File: src/pkg/slsc_pkg.sv
// Purpose: constants and types for the serial link sync control block
// Assumes: one 10 MHz clock, asynchronous active-low reset
// Notes: sync request pins are asynchronous and pass two flip-flops
// Contract
// Single-ended request is active low; used when select bit is 0.
// Request mechanism applies to link initialisation in 8B/10B modes only.
// Request low starts code group synchronisation on the lanes.
// Receiver releases request high; device then sends initial lane alignment.
// Select bit 1 takes the request from the differential timestamp pair.
// Receiver holds single-ended request at ground when pair is used.
// Power-down high disables analog circuits and all serializer outputs.
// Controller keeps power-down low normally; not a power-saving control.
// Asynchronous request is synchronised before any level change is acted on.
package slsc_pkg;

  // ---------------------------------------------------------------
  // link states
  // ---------------------------------------------------------------
  typedef enum logic [1:0] {
    slsc_idle,
    slsc_cgs,
    slsc_ilas,
    slsc_data
  } slsc_state_e;

  // ---------------------------------------------------------------
  // constants
  // ---------------------------------------------------------------
  localparam int unsigned SYNC_STAGES = 2;
  localparam logic [7:0] ILAS_LEN_RESET = 8'h10;
  localparam logic [1:0] SYNC_RESET = 2'h3;

  // ---------------------------------------------------------------
  // link status carrier
  // ---------------------------------------------------------------
  typedef struct packed {
    logic cgs_active;
    logic ilas_active;
    logic data_active;
    logic lanes_enable;
  } slsc_status_s;

endpackage

File: src/logic/slsc_top.sv
// Purpose: link initialisation control from the receiver's sync request
// Assumes: sync pins and power-down are asynchronous to clock
// Notes: ilas length counts clock cycles of the alignment sequence
`timescale 1ns/1ns
`default_nettype none
module slsc_top #(
  parameter logic [7:0] ILAS_LEN = slsc_pkg::ILAS_LEN_RESET
) (
  // clock and reset
  input wire logic clock,
  input wire logic resetn,
  // configuration
  input wire logic sync_select,
  input wire logic enc_8b10b,
  // pins
  input wire logic single_ended_sync_request_n,
  input wire logic timestamp_diff_pair_sync_n,
  input wire logic power_down_pin,
  // status
  output var slsc_pkg::slsc_status_s status,
  output logic analog_enable
);

  // ---------------------------------------------------------------
  // synchronisers
  // ---------------------------------------------------------------
  logic [1:0] se_sync;
  logic [1:0] td_sync;
  logic [1:0] pd_sync;

  always_ff @(posedge clock or negedge resetn) begin
    if (!resetn) begin
      se_sync <= slsc_pkg::SYNC_RESET;
      td_sync <= slsc_pkg::SYNC_RESET;
      pd_sync <= 2'h0;
    end else begin
      se_sync <= {se_sync[0], single_ended_sync_request_n};
      td_sync <= {td_sync[0], timestamp_diff_pair_sync_n};
      pd_sync <= {pd_sync[0], power_down_pin};
    end
  end

  // ---------------------------------------------------------------
  // request selection
  // ---------------------------------------------------------------
  wire logic req_n;
  wire logic power_down;
  assign req_n = sync_select ? td_sync[1] : se_sync[1];
  assign power_down = pd_sync[1];

  // ---------------------------------------------------------------
  // link state machine
  // ---------------------------------------------------------------
  slsc_pkg::slsc_state_e state;
  slsc_pkg::slsc_state_e next_state;
  logic [7:0] ilas_count;
  logic [7:0] next_ilas_count;

  always_comb begin
    next_state = state;
    next_ilas_count = ilas_count;
    case (state)
      slsc_pkg::slsc_idle: begin
        if (enc_8b10b && !req_n) begin
          next_state = slsc_pkg::slsc_cgs;
        end
      end
      slsc_pkg::slsc_cgs: begin
        if (req_n) begin
          next_state = slsc_pkg::slsc_ilas;
          next_ilas_count = 8'h00;
        end
      end
      slsc_pkg::slsc_ilas: begin
        if (!req_n) begin
          next_state = slsc_pkg::slsc_cgs;
        end else if (ilas_count == ILAS_LEN - 8'h01) begin
          next_state = slsc_pkg::slsc_data;
        end else begin
          next_ilas_count = ilas_count + 8'h01;
        end
      end
      slsc_pkg::slsc_data: begin
        if (!req_n) begin
          next_state = slsc_pkg::slsc_cgs;
        end
      end
      default: next_state = slsc_pkg::slsc_idle;
    endcase
    if (power_down || !enc_8b10b) begin
      next_state = slsc_pkg::slsc_idle;
    end
  end

  always_ff @(posedge clock or negedge resetn) begin
    if (!resetn) begin
      state <= slsc_pkg::slsc_idle;
      ilas_count <= 8'h00;
    end else begin
      state <= next_state;
      ilas_count <= next_ilas_count;
    end
  end

  // ---------------------------------------------------------------
  // outputs
  // ---------------------------------------------------------------
  slsc_pkg::slsc_status_s next_status;
  assign next_status.cgs_active = (next_state == slsc_pkg::slsc_cgs);
  assign next_status.ilas_active = (next_state == slsc_pkg::slsc_ilas);
  assign next_status.data_active = (next_state == slsc_pkg::slsc_data);
  assign next_status.lanes_enable = !power_down;

  always_ff @(posedge clock or negedge resetn) begin
    if (!resetn) begin
      status <= '0;
      analog_enable <= 1'b0;
    end else begin
      status <= next_status;
      analog_enable <= !power_down;
    end
  end
endmodule
`default_nettype wire

File: config.mk
export PLATFORM = sky130hd
export DESIGN_NAME = slsc_top
export DESIGN_NICKNAME = d
export VERILOG_FILES = /design/src/pkg/slsc_pkg.sv /design/src/logic/slsc_top.sv
export SDC_FILE = /design/constraint.sdc
export NUM_CORES = 1
export LEC_CHECK = 0
export ABC_AREA = 1
export BUFFER_PORTS_ARGS = -buffer_cell sky130_fd_sc_hd__buf_2
export CAP_MARGIN = 20
export CORE_UTILIZATION = 50
export CTS_CLUSTER_DIAMETER = 200
export DETAILED_ROUTE_END_ITERATION = 8
export PLACE_DENSITY = 0.7
export RECOVER_POWER = 25
export SLEW_MARGIN = 20
export SYNTH_ARGS = -nofsm -noshare
export SYNTH_HDL_FRONTEND = slang
export SYNTH_SLANG_ARGS = --single-unit
export TNS_END_PERCENT = 50
File: constraint.sdc
create_clock -name clock -period 1.7 [get_ports clock]
set_input_delay 0 -clock clock [delete_from_list [all_inputs] [get_ports clock]]
set_output_delay 0 -clock clock [all_outputs]
set_load 0.02 [all_outputs]
# After elaboration in Yosys (flattened, before gate mapping)
# Index checks and enable logic that the tools add are counted.
# word_totals
register_bits	20
latch_bits	0
ram_bits	0
rom_bits	0
in_bits	7
output_inout_bits	5
memories	0
# op_classes
addsub	1
multipliers	0
div	0
magnitude_cmp	0
eq_ne	10
shift	0
muxes	12
bitwise	0
n_reduce_logical	8
# op_table
op	n
2-to-1 mux 8 bit	3
one-hot mux 8 bit (2 select lines)	1
2-to-1 mux 2 bit	6
adder 8 x 1 -> 8 bit (second input constant)	1
equality test 2 bit (second input constant)	4
equality test 8 x 4 -> 1 bit (second input constant)	1
one-hot mux 2 bit (4 select lines)	1
!= test 2 bit (second input constant)	3
equality test 2 x 1 -> 1 bit (second input constant)	2
AND reduction 4 bit	1
logical NOT 1 bit	3
logical NOT 2 bit	1
nonzero test 2 bit	1
logical AND 1 bit	1
logical OR 1 bit	1
2-to-1 mux 1 bit	1

# Logic depth before layout (Yosys ltp)
# Gate-level depths: netlist (run 1).
# depth
depth_word	7
mapped_depth	9
ltp_nobuf	9

# Worst setup path before layout (run 1)
# Ideal clock, no wire load.
# synth_timing
path_type	flip-flop to flip-flop
startpoint	register ilas_count[0]
endpoint	register ilas_count[0]
arrival_ns	1.131
slack_ns	0.441
path_stages_with_launch	8
n_path_buf	0
synth_period_minus_slack_ns	1.259
path_cell_list	dfrtp_1 ha_1 nand2_2 nor2_2 nand3_2 nand4_2 nand2_1 o21ai_0
# synth_via
elab_chain_cells	4
word_cells_on_any_way	7
cone_classes	1 x add/sub; 2 x eq/ne; 3 x mux; 1 x reduce/logical
# synth_rtl
element	line	source
start, declared	slsc_top.sv:56	logic [7:0] ilas_count;
start signal, assigned	slsc_top.sv:101	ilas_count <= next_ilas_count;
adder 8 x 1 -> 8 bit	slsc_top.sv:80	next_ilas_count = ilas_count + 8'h01;
2-to-1 mux 8 bit	slsc_top.sv:77	end else if (ilas_count == ILAS_LEN - 8'h01) begin
2-to-1 mux 8 bit	slsc_top.sv:75	if (!req_n) begin
one-hot mux 8 bit (2 select lines)	slsc_top.sv:62	case (state)
# Several ways; a longest one is shown, not always the timed one. The select of a mux whose other input is x is not followed.
# A chain may end at the register's enable or synchronous reset.

# Final worst setup path (run 1)
# layout_timing
startpoint	register ilas_count[1]
endpoint	register ilas_count[0]
# layout_via
elab_chain_cells	3
# layout_rtl
element	line
equality test 8 x 4 -> 1 bit	slsc_top.sv:77
!= test 2 bit (no line)	-
AND reduction 4 bit (no line)	-
# Every way passes these cells.

==> key figures, run 1 <==
Setup path
  – Crit path capture type: flop
  – Worst reg2reg setup slack: 0.26 ns
  – Slowest cell on the critical path: dfrtp_1
  – Crit-path cells: ha_1 -> nand2_2 -> nor2_2 -> nand3_2 -> nand4_2 -> nand2_1 -> o21ai_0
  – Critical Path Fanout Max: 9
  – Critical Path RT: 1.88 ns
  – Startpoint Class: flop
  – WP buf/inv: 0
  – Max incr delay on CP: 0.44 ns
  – Crit path max-delay family: simple AND/OR/NAND/NOR gates
  – Crit Path Category: flop to flop
  – Critical Path AT: 1.62 ns

Hold path
  – Worst Hold Class: input pin to flop

Cells and area
  – Final-stage net count: 127
  – Final Cell Area: ~1000 um^2
  – # diodes: 0
  – Area growth syn-to-layout: 16.1%
  – Share of post-route cells with drive strength above 1: between 20% and 30%

Drt
  – Drt wl/cell: 11.5 um
  – WL final: 1540 um
  – DR DRC count: 0
  – DRT Pass-1 Iters: 4
  – Via count: 666
  – DRT iter0 DRCs: 8
  – Via-per-instance ratio: 4.97
  – Post-route ant nets: 0

Synthesis
  – Syn Area/Cell: 8.86 um^2
  – Netlist Area Pre-Place: ~890 um^2
  – Synthesis-stage register bit count: 20
  – Yosys warning total: 0
  – Synth top area cells: dfrtp_1 (45%), dfstp_2 (12%), nand2_1 (11%)
  – Mapped Cells: 100
  – Yosys cell types: 18
  – Sequential area share after synthesis: 57.1%
  – Net Count, Synth: between 100 and 150
  – Synth top area share: 45.2%
  – Cell taking the most area after synthesis: dfrtp_1

STA
  – RSZ-0062 raised after global routing: no
  – Setup TNS: 0 ns
  – Max Fclk: 0.692 GHz
  – Relative slew margins: 34.1%
  – Clock Skews: 0.00272 ns
  – Fin crit period: 1.44 ns
  – Final setup viols: 0
  – Final Hold Viols: 0
  – Final Cycle Share: ~85%
  – Slew @ Worst Pin: 0.988 ns
  – Final count of pins violating max slew: 0

CTS
  – Setup bufs post-CTS: 0
  – Clock slew at reported path FFs: ~0.1 ns
  – CTS tree: built
  – H-tree levels: 1
  – CTS Root Buffer Type: clkbuf_4
  – Max Root-Sink Buffers: 2
  – CTS resizes: 0
  – CTS Hold Buffers Added: 4
  – Number of CTS-inserted buffers: 3
  – Clk sink count: 20
  – Worst-Skew Late Latency: a little under 0.3 ns

Placed design
  – Dpl cell area: 953 um^2
  – Port Buffers: 11
  – Hpwl dp: 1170 um
  – GP Congestion: ~0.84

GRT
  – Initial antenna violation count: 0
  – First-pass GRT wire length: approximately 2700 um
  – Largest net degree at the start of global routing: 21
  – GRT Total Usage: 19.8%
  – Overflow after GRT: 0
  – Vias in the first global route: 603

Power and ir drop
  – Maximum VDD drop: 0.714 mV
  – P per Cell Area: between 800 and 900 nW/um^2
  – Pleak: approximately 0.54 nW
  – Final Power: 0.000873 W

Floorplanning
  – Die height: 44.1 um
  – Die W: about 44 um
  – Die footprint: 1940 um^2
  – Row cnt: 14
  – I/O pin cnt: 12
  – Initial Util: 56.2%
  – Core area: 1580 um^2

Job
  – Max Cap Violations: 0

Status
  – Status: finished, final reports clean
routing by layer:
metal	routed length [um]	vias up	GRT usage [%]
met1	766	306	27.2
met3	46	2	7.35
li1	-	349	-
met4	15	0	5.45
met2	712	9	29.7
met5	0	-	0
synth_stat cells:
master    number
o21ai_1        3
nor2_2         2
inv_1         14
o21ai_0        5
o21ai_2        1
nand3_1        8
buf_4          1
nand3_2        1
dfrtp_1       16
nor3b_1        1
nand3b_1       1
nor2_1        12
dfstp_2        4
nand2_2        2
ha_1           1
xor2_1         2
nand4_2        1
nand2_1       25
layout by cell type (no fill, tap or decap):
master,count
nand4_2,1
dlygate4sd3_1,4
nand2_1,25
nor3b_1,1
o21ai_2,1
clkbuf_8,1
clkbuf_1,1
dfstp_2,4
ha_1,1
nor2_2,2
o21ai_1,3
nand3_1,8
dfrtp_1,16
nand2_2,2
nor2_1,12
o21ai_0,5
buf_2,10
inv_1,14
clkbuf_4,3
nand3_2,1
xor2_1,2
nand3b_1,1
metrics by stage:
stage | worst slack, ns | hold WS (ns) | util, % | instances
floorplan | 0.441 | -0.296 | - | 100
global placement | 0.328 | -0.0446 | 60.5 | 126
detailed placement | 0.291 | -0.0370 | 60.5 | 126
CTS | 0.279 | 0.0507 | 65.3 | 134
global route | 0.168 | 0.0822 | 65.2 | 134
finish | 0.255 | 0.0652 | 65.2 | 134
state kept, by name (all words and copies together) (netlist names):
name and cells:
ilas_count 8, status 3, pd_sync 2, se_sync 2, state 2, td_sync 2
analog_enable 1
worst paths after layout:
check / end / cells after the start / from
setup / recovery: ilas_count[0] / 7 / ilas_count[1]
hold / removal: state[1] / 5 / enc_8b10b
setup reg to reg: ilas_count[0] / 7 / ilas_count[1]
hold reg to reg: se_sync[1] / 0 / se_sync[0]
max in group asynchronous: state[1] / 2 / resetn
min in group asynchronous: ilas_count[7] / 2 / resetn
cell type report:
cell class                 count  area (um^2)
clock buffer                   4         36.3
fill                         127          548
inverter                      14         52.6
multi-input combinational     65          320
sequential                    20          505
tap                           16         20.0
timing repair buffer          15         93.8
report_power, final:
part,switching (W),total (W),internal [W]
combinational,0.0000540,0.0000869,0.0000329
clock,0.000133,0.000263,0.000130
sequential,0.0000175,0.000523,0.000505
total,0.000204,0.000873,0.000669
logic make-up (layout without fill, tap and decap cells):
group,Yosys count,count (layout),synth area share (%)
fa+ha+maj,1,1,1.41
xor+xnor,2,2,1.98
flops,20,20,57.1
buf+inv,15,33,6.78
simple gates,53,53,27.3
compound gates,9,9,5.51
tightest hold or removal path, delay by kind of cell:
kind                   cells  cell delay, ns
buffers and inverters      3            0.20
and+or+nand+nor            2            0.12
(Power assumes the default switching activity.)
==> inputs of run 2 (changes only) <==
CORE_UTILIZATION = 48   (was 50)
clock period = 1.25 ns   (was 1.7 ns; I/O delays follow)
==> run 2 against run 1 <==
Net effect:
- the run now ends with negative setup slack left
- clock-buffer cell count stayed put
- routed wire length grew 14%
- highest routed layer unchanged
- via count is 11% higher
- clock power is 39% higher
- non-clock buffer count up 9
- core utilization rose by 4.3 points
- global-route usage is 0.20 points lower
- first-iteration DRC count rose by 13%
- worst setup slack got worse by 0.34 ns
- worst hold slack lost 0.010 ns
- sequential share of layout area fell by 7.1 points
==> key figures, run 2 (synthesis results as in run 1) <==
Status
  – Status: finished with violations
  – Failing checks: negative setup slack

Power and ir drop
  – Maximum VDD drop: 0.841 mV (+18%)
  – Pleak: 0.577 nW (+7.6%)
  – P per Cell Area: 1030 nW/um^2 (+21%)

Floorplanning
  – Core area: 1730 um^2 (+9.5%)
  – Die height: 45.0 um (+2.0%)
  – Die W: 45.0 um (+2.0%)
  – Die footprint: 2020 um^2 (+4.0%)
  – I/O pin cnt: 12 (unchanged)
  – Initial Util: 51.3% (-4.9 points)
  – Row cnt: 15 (+1)

Setup path
  – Critical Path AT: 1.52 ns (-0.10 ns)
  – Slowest cell on the critical path: dfrtp_1
  – Critical Path Fanout Max: 5 (-4)
  – Crit-path cells: ha_2 -> nand2_2 -> nor2_2 -> nand3_2 -> buf_4 -> nand4_4 -> nand2_1 -> o21ai_0
  – Critical Path RT: 1.43 ns (-0.45 ns)
  – Crit Path Category: flop to flop
  – Max incr delay on CP: 0.40 ns (-0.04 ns)
  – Startpoint Class: flop
  – Crit path capture type: flop

GRT
  – Vias in the first global route: 698 (+16%)
  – GRT Total Usage: 19.6% (-0.20 points)
  – Gr busiest metal: met2
  – GR Util met2: 33.3% (+3.6 points)
  – GR Util met3: 4.80% (-2.5 points)
  – Met1 Use GR: 22.8% (-4.4 points)
  – First-pass GRT wire length: 2820 um (+5.2%)
  – Largest net degree at the start of global routing: 21 (unchanged)
  – Overflow after GRT: 0 (unchanged)
  – Initial antenna violation count: 0 (unchanged)

CTS
  – CTS tree: built
  – Worst-Skew Late Latency: 0.30 ns (about the same)
  – Number of CTS-inserted buffers: 3 (unchanged)
  – Clk sink count: 20 (unchanged)
  – H-tree levels: 1 (unchanged)
  – Clock slew at reported path FFs: 0.11 ns (about the same)
  – CTS Root Buffer Type: clkbuf_4
  – Max Root-Sink Buffers: 2 (unchanged)

Placed design
  – Setup WS pre-CTS: -0.102 ns (-0.393 ns)
  – Port Buffers: 11 (unchanged)
  – Hpwl dp: 1060 um (-9.2%)
  – Placed Instances: 139 (+10%)
  – GP Congestion: 0.880 (+4.2%)

Cells and area
  – Max reg flops: 8 (unchanged)
  – Area growth syn-to-layout: 35.6%
  – # diodes: 0 (unchanged)
  – Final-stage net count: 137 (+7.9%)
  – Top Registers: ilas_count (8), status (3)
  – Top reg by flops: ilas_count
  – Share of post-route cells with drive strength above 1: 36.7% (+16 points)
  – Layout Cells excl Fill: 153 (+14%)
  – Most frequent cells in the layout: nand2_1 (21), dfrtp_1 (16), inv_1 (12)
  – Commonest non-fill, non-tap cell in the layout: nand2_1

STA
  – Relative slew margins: 68.3% (+34 points)
  – Setup TNS: -0.759 ns (-0.759 ns)
  – Final setup viols: 13 (+13)
  – RSZ-0062 raised after global routing: yes
  – Max Fclk: 0.750 GHz (+8.4%)
  – Fin crit period: 1.33 ns (-0.112 ns)
  – Clock Skews: 0.00623 ns (+0.00351 ns)
  – PnR worst setup slack: -0.0826 ns (-0.338 ns)
  – Min Hold Slack: 0.0548 ns (-0.0104 ns)
  – Final count of pins violating max slew: 0 (unchanged)
  – Final Hold Viols: 0 (unchanged)
  – Final Cycle Share: 107% (+22 points)
  – Slew @ Worst Pin: 0.476 ns (-0.512 ns)

Drt
  – Via-per-instance ratio: 4.84 (-2.6%)
  – DRT iter0 DRCs: 9 (+1)
  – WL final: 1760 um (+14%)
  – DRT Pass-1 Iters: 4 (unchanged)
  – DR DRC count: 0 (unchanged)
  – Drt wl/cell: 11.5 um (-0.14%)
  – Post-route ant nets: 0 (unchanged)
  – Via count: 741 (+11%)

Hold path
  – Worst Hold Class: input pin to flop

Job
  – Max Cap Violations: 0 (unchanged)
-- run 2: worst paths after layout --
check / endpoint / cells after the start / slack, ns / from
worst min-delay path: state[0] / 5 / 0.05 / enc_8b10b
worst min register to register: td_sync[1] / 0 / 0.36 / td_sync[0]
min in group asynchronous: status[3] / 2 / 0.18 / resetn
worst max register to register: ilas_count[0] / 8 / -0.08 / ilas_count[1]
max in group asynchronous: se_sync[0] / 2 / 0.72 / resetn
worst max-delay path: ilas_count[0] / 8 / -0.08 / ilas_count[1]
-- run 2: per-layer routing --
metal | up-vias | wire [um]
met1 | 351 | 790
li1 | 371 | -
met4 | 0 | 14
met2 | 17 | 886
met3 | 2 | 65
met5 | - | 0
-- run 2: layout make-up --
type	instances	area (um^2)
fillers	142	526
flip-flops and latches	20	505
multi-input cells	66	400
repair buffers	24	175
inverters	14	52.6
clock buffers	4	36.3
well taps	25	31.3
-- run 2: stage by stage --
stage	area, um^2	utilization, %	power (W)
floorplan	895	-	0.000787
global placement	1000	58.1	0.000829
detailed placement	1000	58.1	0.000830
CTS	1120	65.0	0.00122
global route	1200	69.6	0.00131
finish	1200	69.6	0.00123
-- run 2: critical path: cells and delay by family, from the launching register on --
family	cells	cell delay, ns
AO/OA/AOI/OAI	1	0.07
flip-flops	1	0.40
AND/OR/NAND/NOR	5	0.40
buffers and inverters	1	0.15
adder cells (fa/ha/maj)	1	0.20
-- run 2: what timing repair did --
action	in CTS	in global routing
gates resized for setup	9	9
hold buffers	4	0
endpoints found under the setup margin	12	12
pin swaps	1	11
cloned	0	1
buffers inserted	1	4
endpoints found under the hold margin	23	0
-- run 2: power by group --
group / internal, W / switching, W
clock network: 0.000177 / 0.000188
logic: 0.0000686 / 0.0000938
registers: 0.000687 / 0.0000192
total: 0.000933 / 0.000301
==> inputs of run 3 (changes only) <==
CORE_UTILIZATION = 50   (was 48)
clock period = 1.3 ns   (was 1.25 ns; I/O delays follow)
==> run 3 against run 2 <==
Net effect:
- the run still ends with negative setup slack left
- maximum frequency fell by 3.1%
- sequential power fell by 3.7%
- largest cell class unchanged
- die area fell by 3.8%
- final cell count fell by 8.5%
- clock skew fell by 0.00061 ns
- sequential share of layout area rose by 2.5 points
- cell area fell by 5.5%
- first-iteration DRC count rose to 2.9 times the previous value
- core utilization rose by 2.4 points
==> key figures, run 3 (synthesis results as in run 1) <==
Power and ir drop
  – Pleak: 0.568 nW (-1.5%)
  – P per Cell Area: 1040 nW/um^2 (+1.5%)
  – Maximum VDD drop: 1.08 mV (+29%)

STA
  – Relative slew margins: 31.0% (-37 points)
  – RSZ-0062 raised after global routing: yes
  – Final setup viols: 9 (-4)
  – Final Hold Viols: 0 (unchanged)
  – Clock Skews: 0.00562 ns (-0.000608 ns)
  – Slew @ Worst Pin: 1.03 ns (+0.558 ns)
  – PnR worst setup slack: -0.0752 ns (+0.00742 ns)
  – Max Fclk: 0.727 GHz (-3.1%)
  – Fin crit period: 1.38 ns (+0.0426 ns)
  – Final Cycle Share: 106% (-0.83 points)
  – Final count of pins violating max slew: 0 (unchanged)

Setup path
  – Crit Path Category: flop to flop
  – Crit path capture type: flop
  – Max incr delay on CP: 0.38 ns (-0.02 ns)
  – Crit path top cell by count: nand2_2
  – Crit-path cells: ha_2 -> nand2_4 -> nor2_4 -> nand3_4 -> nand2_4 -> nand2_2 -> nand2_2 -> nand2_2 -> nor2_1
  – R2r startpoint: ilas_count[0]
  – Slowest cell on the critical path: dfrtp_1
  – Critical Path RT: 1.54 ns (+0.11 ns)
  – Startpoint Class: flop
  – Critical Path AT: 1.62 ns (+0.10 ns)
  – Critical Path Fanout Max: 4 (-1)
  – WP buf/inv: 0 (-1)
  – Crit path max-delay family: simple AND/OR/NAND/NOR gates
  – Crit path from: ilas_count[0]

Cells and area
  – Area growth syn-to-layout: 28.1%
  – Top reg by flops: ilas_count
  – Commonest non-fill, non-tap cell in the layout: nand2_1
  – Top Registers: ilas_count (8), status (3)
  – Share of post-route cells with drive strength above 1: 30.6% (-6.1 points)
  – Most frequent cells in the layout: nand2_1 (22), dfrtp_1 (16), inv_1 (14)
  – # diodes: 0 (unchanged)
  – Fin util: 72.0% (+2.4 points)
  – Fill cell count: 111 (-22%)
  – Final-stage net count: 133 (-2.9%)
  – Max reg flops: 8 (unchanged)

Drt
  – Met3 WL: 65 um (unchanged)
  – Via-per-instance ratio: 5.03 (+3.8%)
  – WL final: 1800 um (+2.6%)
  – DRT Pass-1 Iters: 4 (unchanged)
  – Wire length on met1: 756 um (-4.3%)
  – DR DRC count: 0 (unchanged)
  – DR top layer: met4
  – DRT iter0 DRCs: 26 (+17)
  – Detail Route met2 WL: 931 um (+5.1%)
  – Drt wl/cell: 12.9 um (+12%)
  – Via count: 704 (-5.0%)
  – Post-route ant nets: 0 (unchanged)

Floorplanning
  – Die W: 44.1 um (-1.9%)
  – Initial Util: 56.2% (+4.9 points)
  – Die footprint: 1940 um^2 (-3.8%)
  – Core area: 1580 um^2 (-8.7%)
  – Row cnt: 14 (-1)
  – Die height: 44.1 um (-1.9%)
  – I/O pin cnt: 12 (unchanged)

GRT
  – First-pass GRT wire length: 2780 um (-1.2%)
  – Vias in the first global route: 676 (-3.2%)
  – Initial antenna violation count: 0 (unchanged)
  – Overflow after GRT: 0 (unchanged)
  – GRT Total Usage: 21.1% (+1.6 points)
  – Largest net degree at the start of global routing: 21 (unchanged)

Status
  – Failing checks: negative setup slack
  – Status: finished with violations

CTS
  – Clk sink count: 20 (unchanged)
  – Clock slew at reported path FFs: 0.11 ns (about the same)
  – H-tree levels: 1 (unchanged)
  – CTS tree: built
  – Number of CTS-inserted buffers: 3 (unchanged)
  – Worst-Skew Late Latency: 0.31 ns (about the same)
  – Max Root-Sink Buffers: 2 (unchanged)
  – CTS Root Buffer Type: clkbuf_4

Hold path
  – HP Start: enc_8b10b
  – Worst Hold Class: input pin to flop

Placed design
  – Port Buffers: 11 (unchanged)
  – Hpwl dp: 1180 um (+11%)
  – GP Congestion: 0.747 (-15%)
  – Setup WS pre-CTS: -0.112 ns (-0.00990 ns)

Job
  – Max Cap Violations: 0 (unchanged)
==> run 3: cell types whose count changed in the layout (fill, tap and decap cells not counted), moves of 2 or more <==
cell,before,now
nand2_4,0,2
buf_4,8,6
nand3_2,2,0
inv_2,2,0
inv_1,12,14
nor2_2,1,3
nand2_2,6,3
==> run 3: path summary, 6_finish.rpt <==
path / slack (ns) / depth (start not counted) / to
max: -0.08 / 9 / status[1]
min: 0.05 / 5 / state[1]
max reg2reg: -0.08 / 9 / status[1]
min reg2reg: 0.36 / 0 / se_sync[1]
max in group asynchronous: 0.29 / 2 / pd_sync[0]
min in group asynchronous: 0.39 / 2 / ilas_count[2]
==> run 3: timing repair <==
action | in CTS | in global routing
hold buffers | 4 | 0
resized for setup | 8 | 7
pin swaps | 1 | 3
endpoints found under the hold margin | 23 | 0
setup endpoints to repair | 12 | 12
buffers inserted | 1 | 2
==> run 3: layer usage <==
layer / vias up / track usage [%]
met5: - / 0
met1: 325 / 25.5
met4: 0 / 15.8
met2: 16 / 32.6
li1: 359 / -
met3: 4 / 5.31
==> run 3: final cells by class <==
class                      instances  area (um^2)  area share, %
tap                               16         20.0           1.76
timing repair buffer              21          139           12.2
sequential                        20          505           44.5
inverter                          14         52.6           4.63
clock buffer                       4         36.3           3.20
multi-input combinational         65          382           33.6
==> run 3: per-stage QoR <==
stage	hold WS [ns]	power [W]	setup TNS (ns)	area, um^2	instances
after global placement	-0.0423	0.000794	-0.338	976	129
after global routing	0.0740	0.00122	-1.42	1130	140
after detailed placement	-0.0323	0.000801	-0.601	976	129
after floorplan	-0.296	0.000755	0	886	100
final	0.0463	0.00118	-0.314	1130	140
after CTS	0.0428	0.00118	-0.0656	1090	138
==> run 3: worst min-delay path: cells and delay by family <==
family                 cells  cell delay, ns
buffers and inverters      3            0.22
and+or+nand+nor            2            0.11
==> run 3: where the power goes <==
group	switching, W	internal [W]	total, W
Clock	0.000189	0.000171	0.000361
Combinational	0.0000874	0.0000550	0.000142
Sequential	0.0000198	0.000661	0.000680
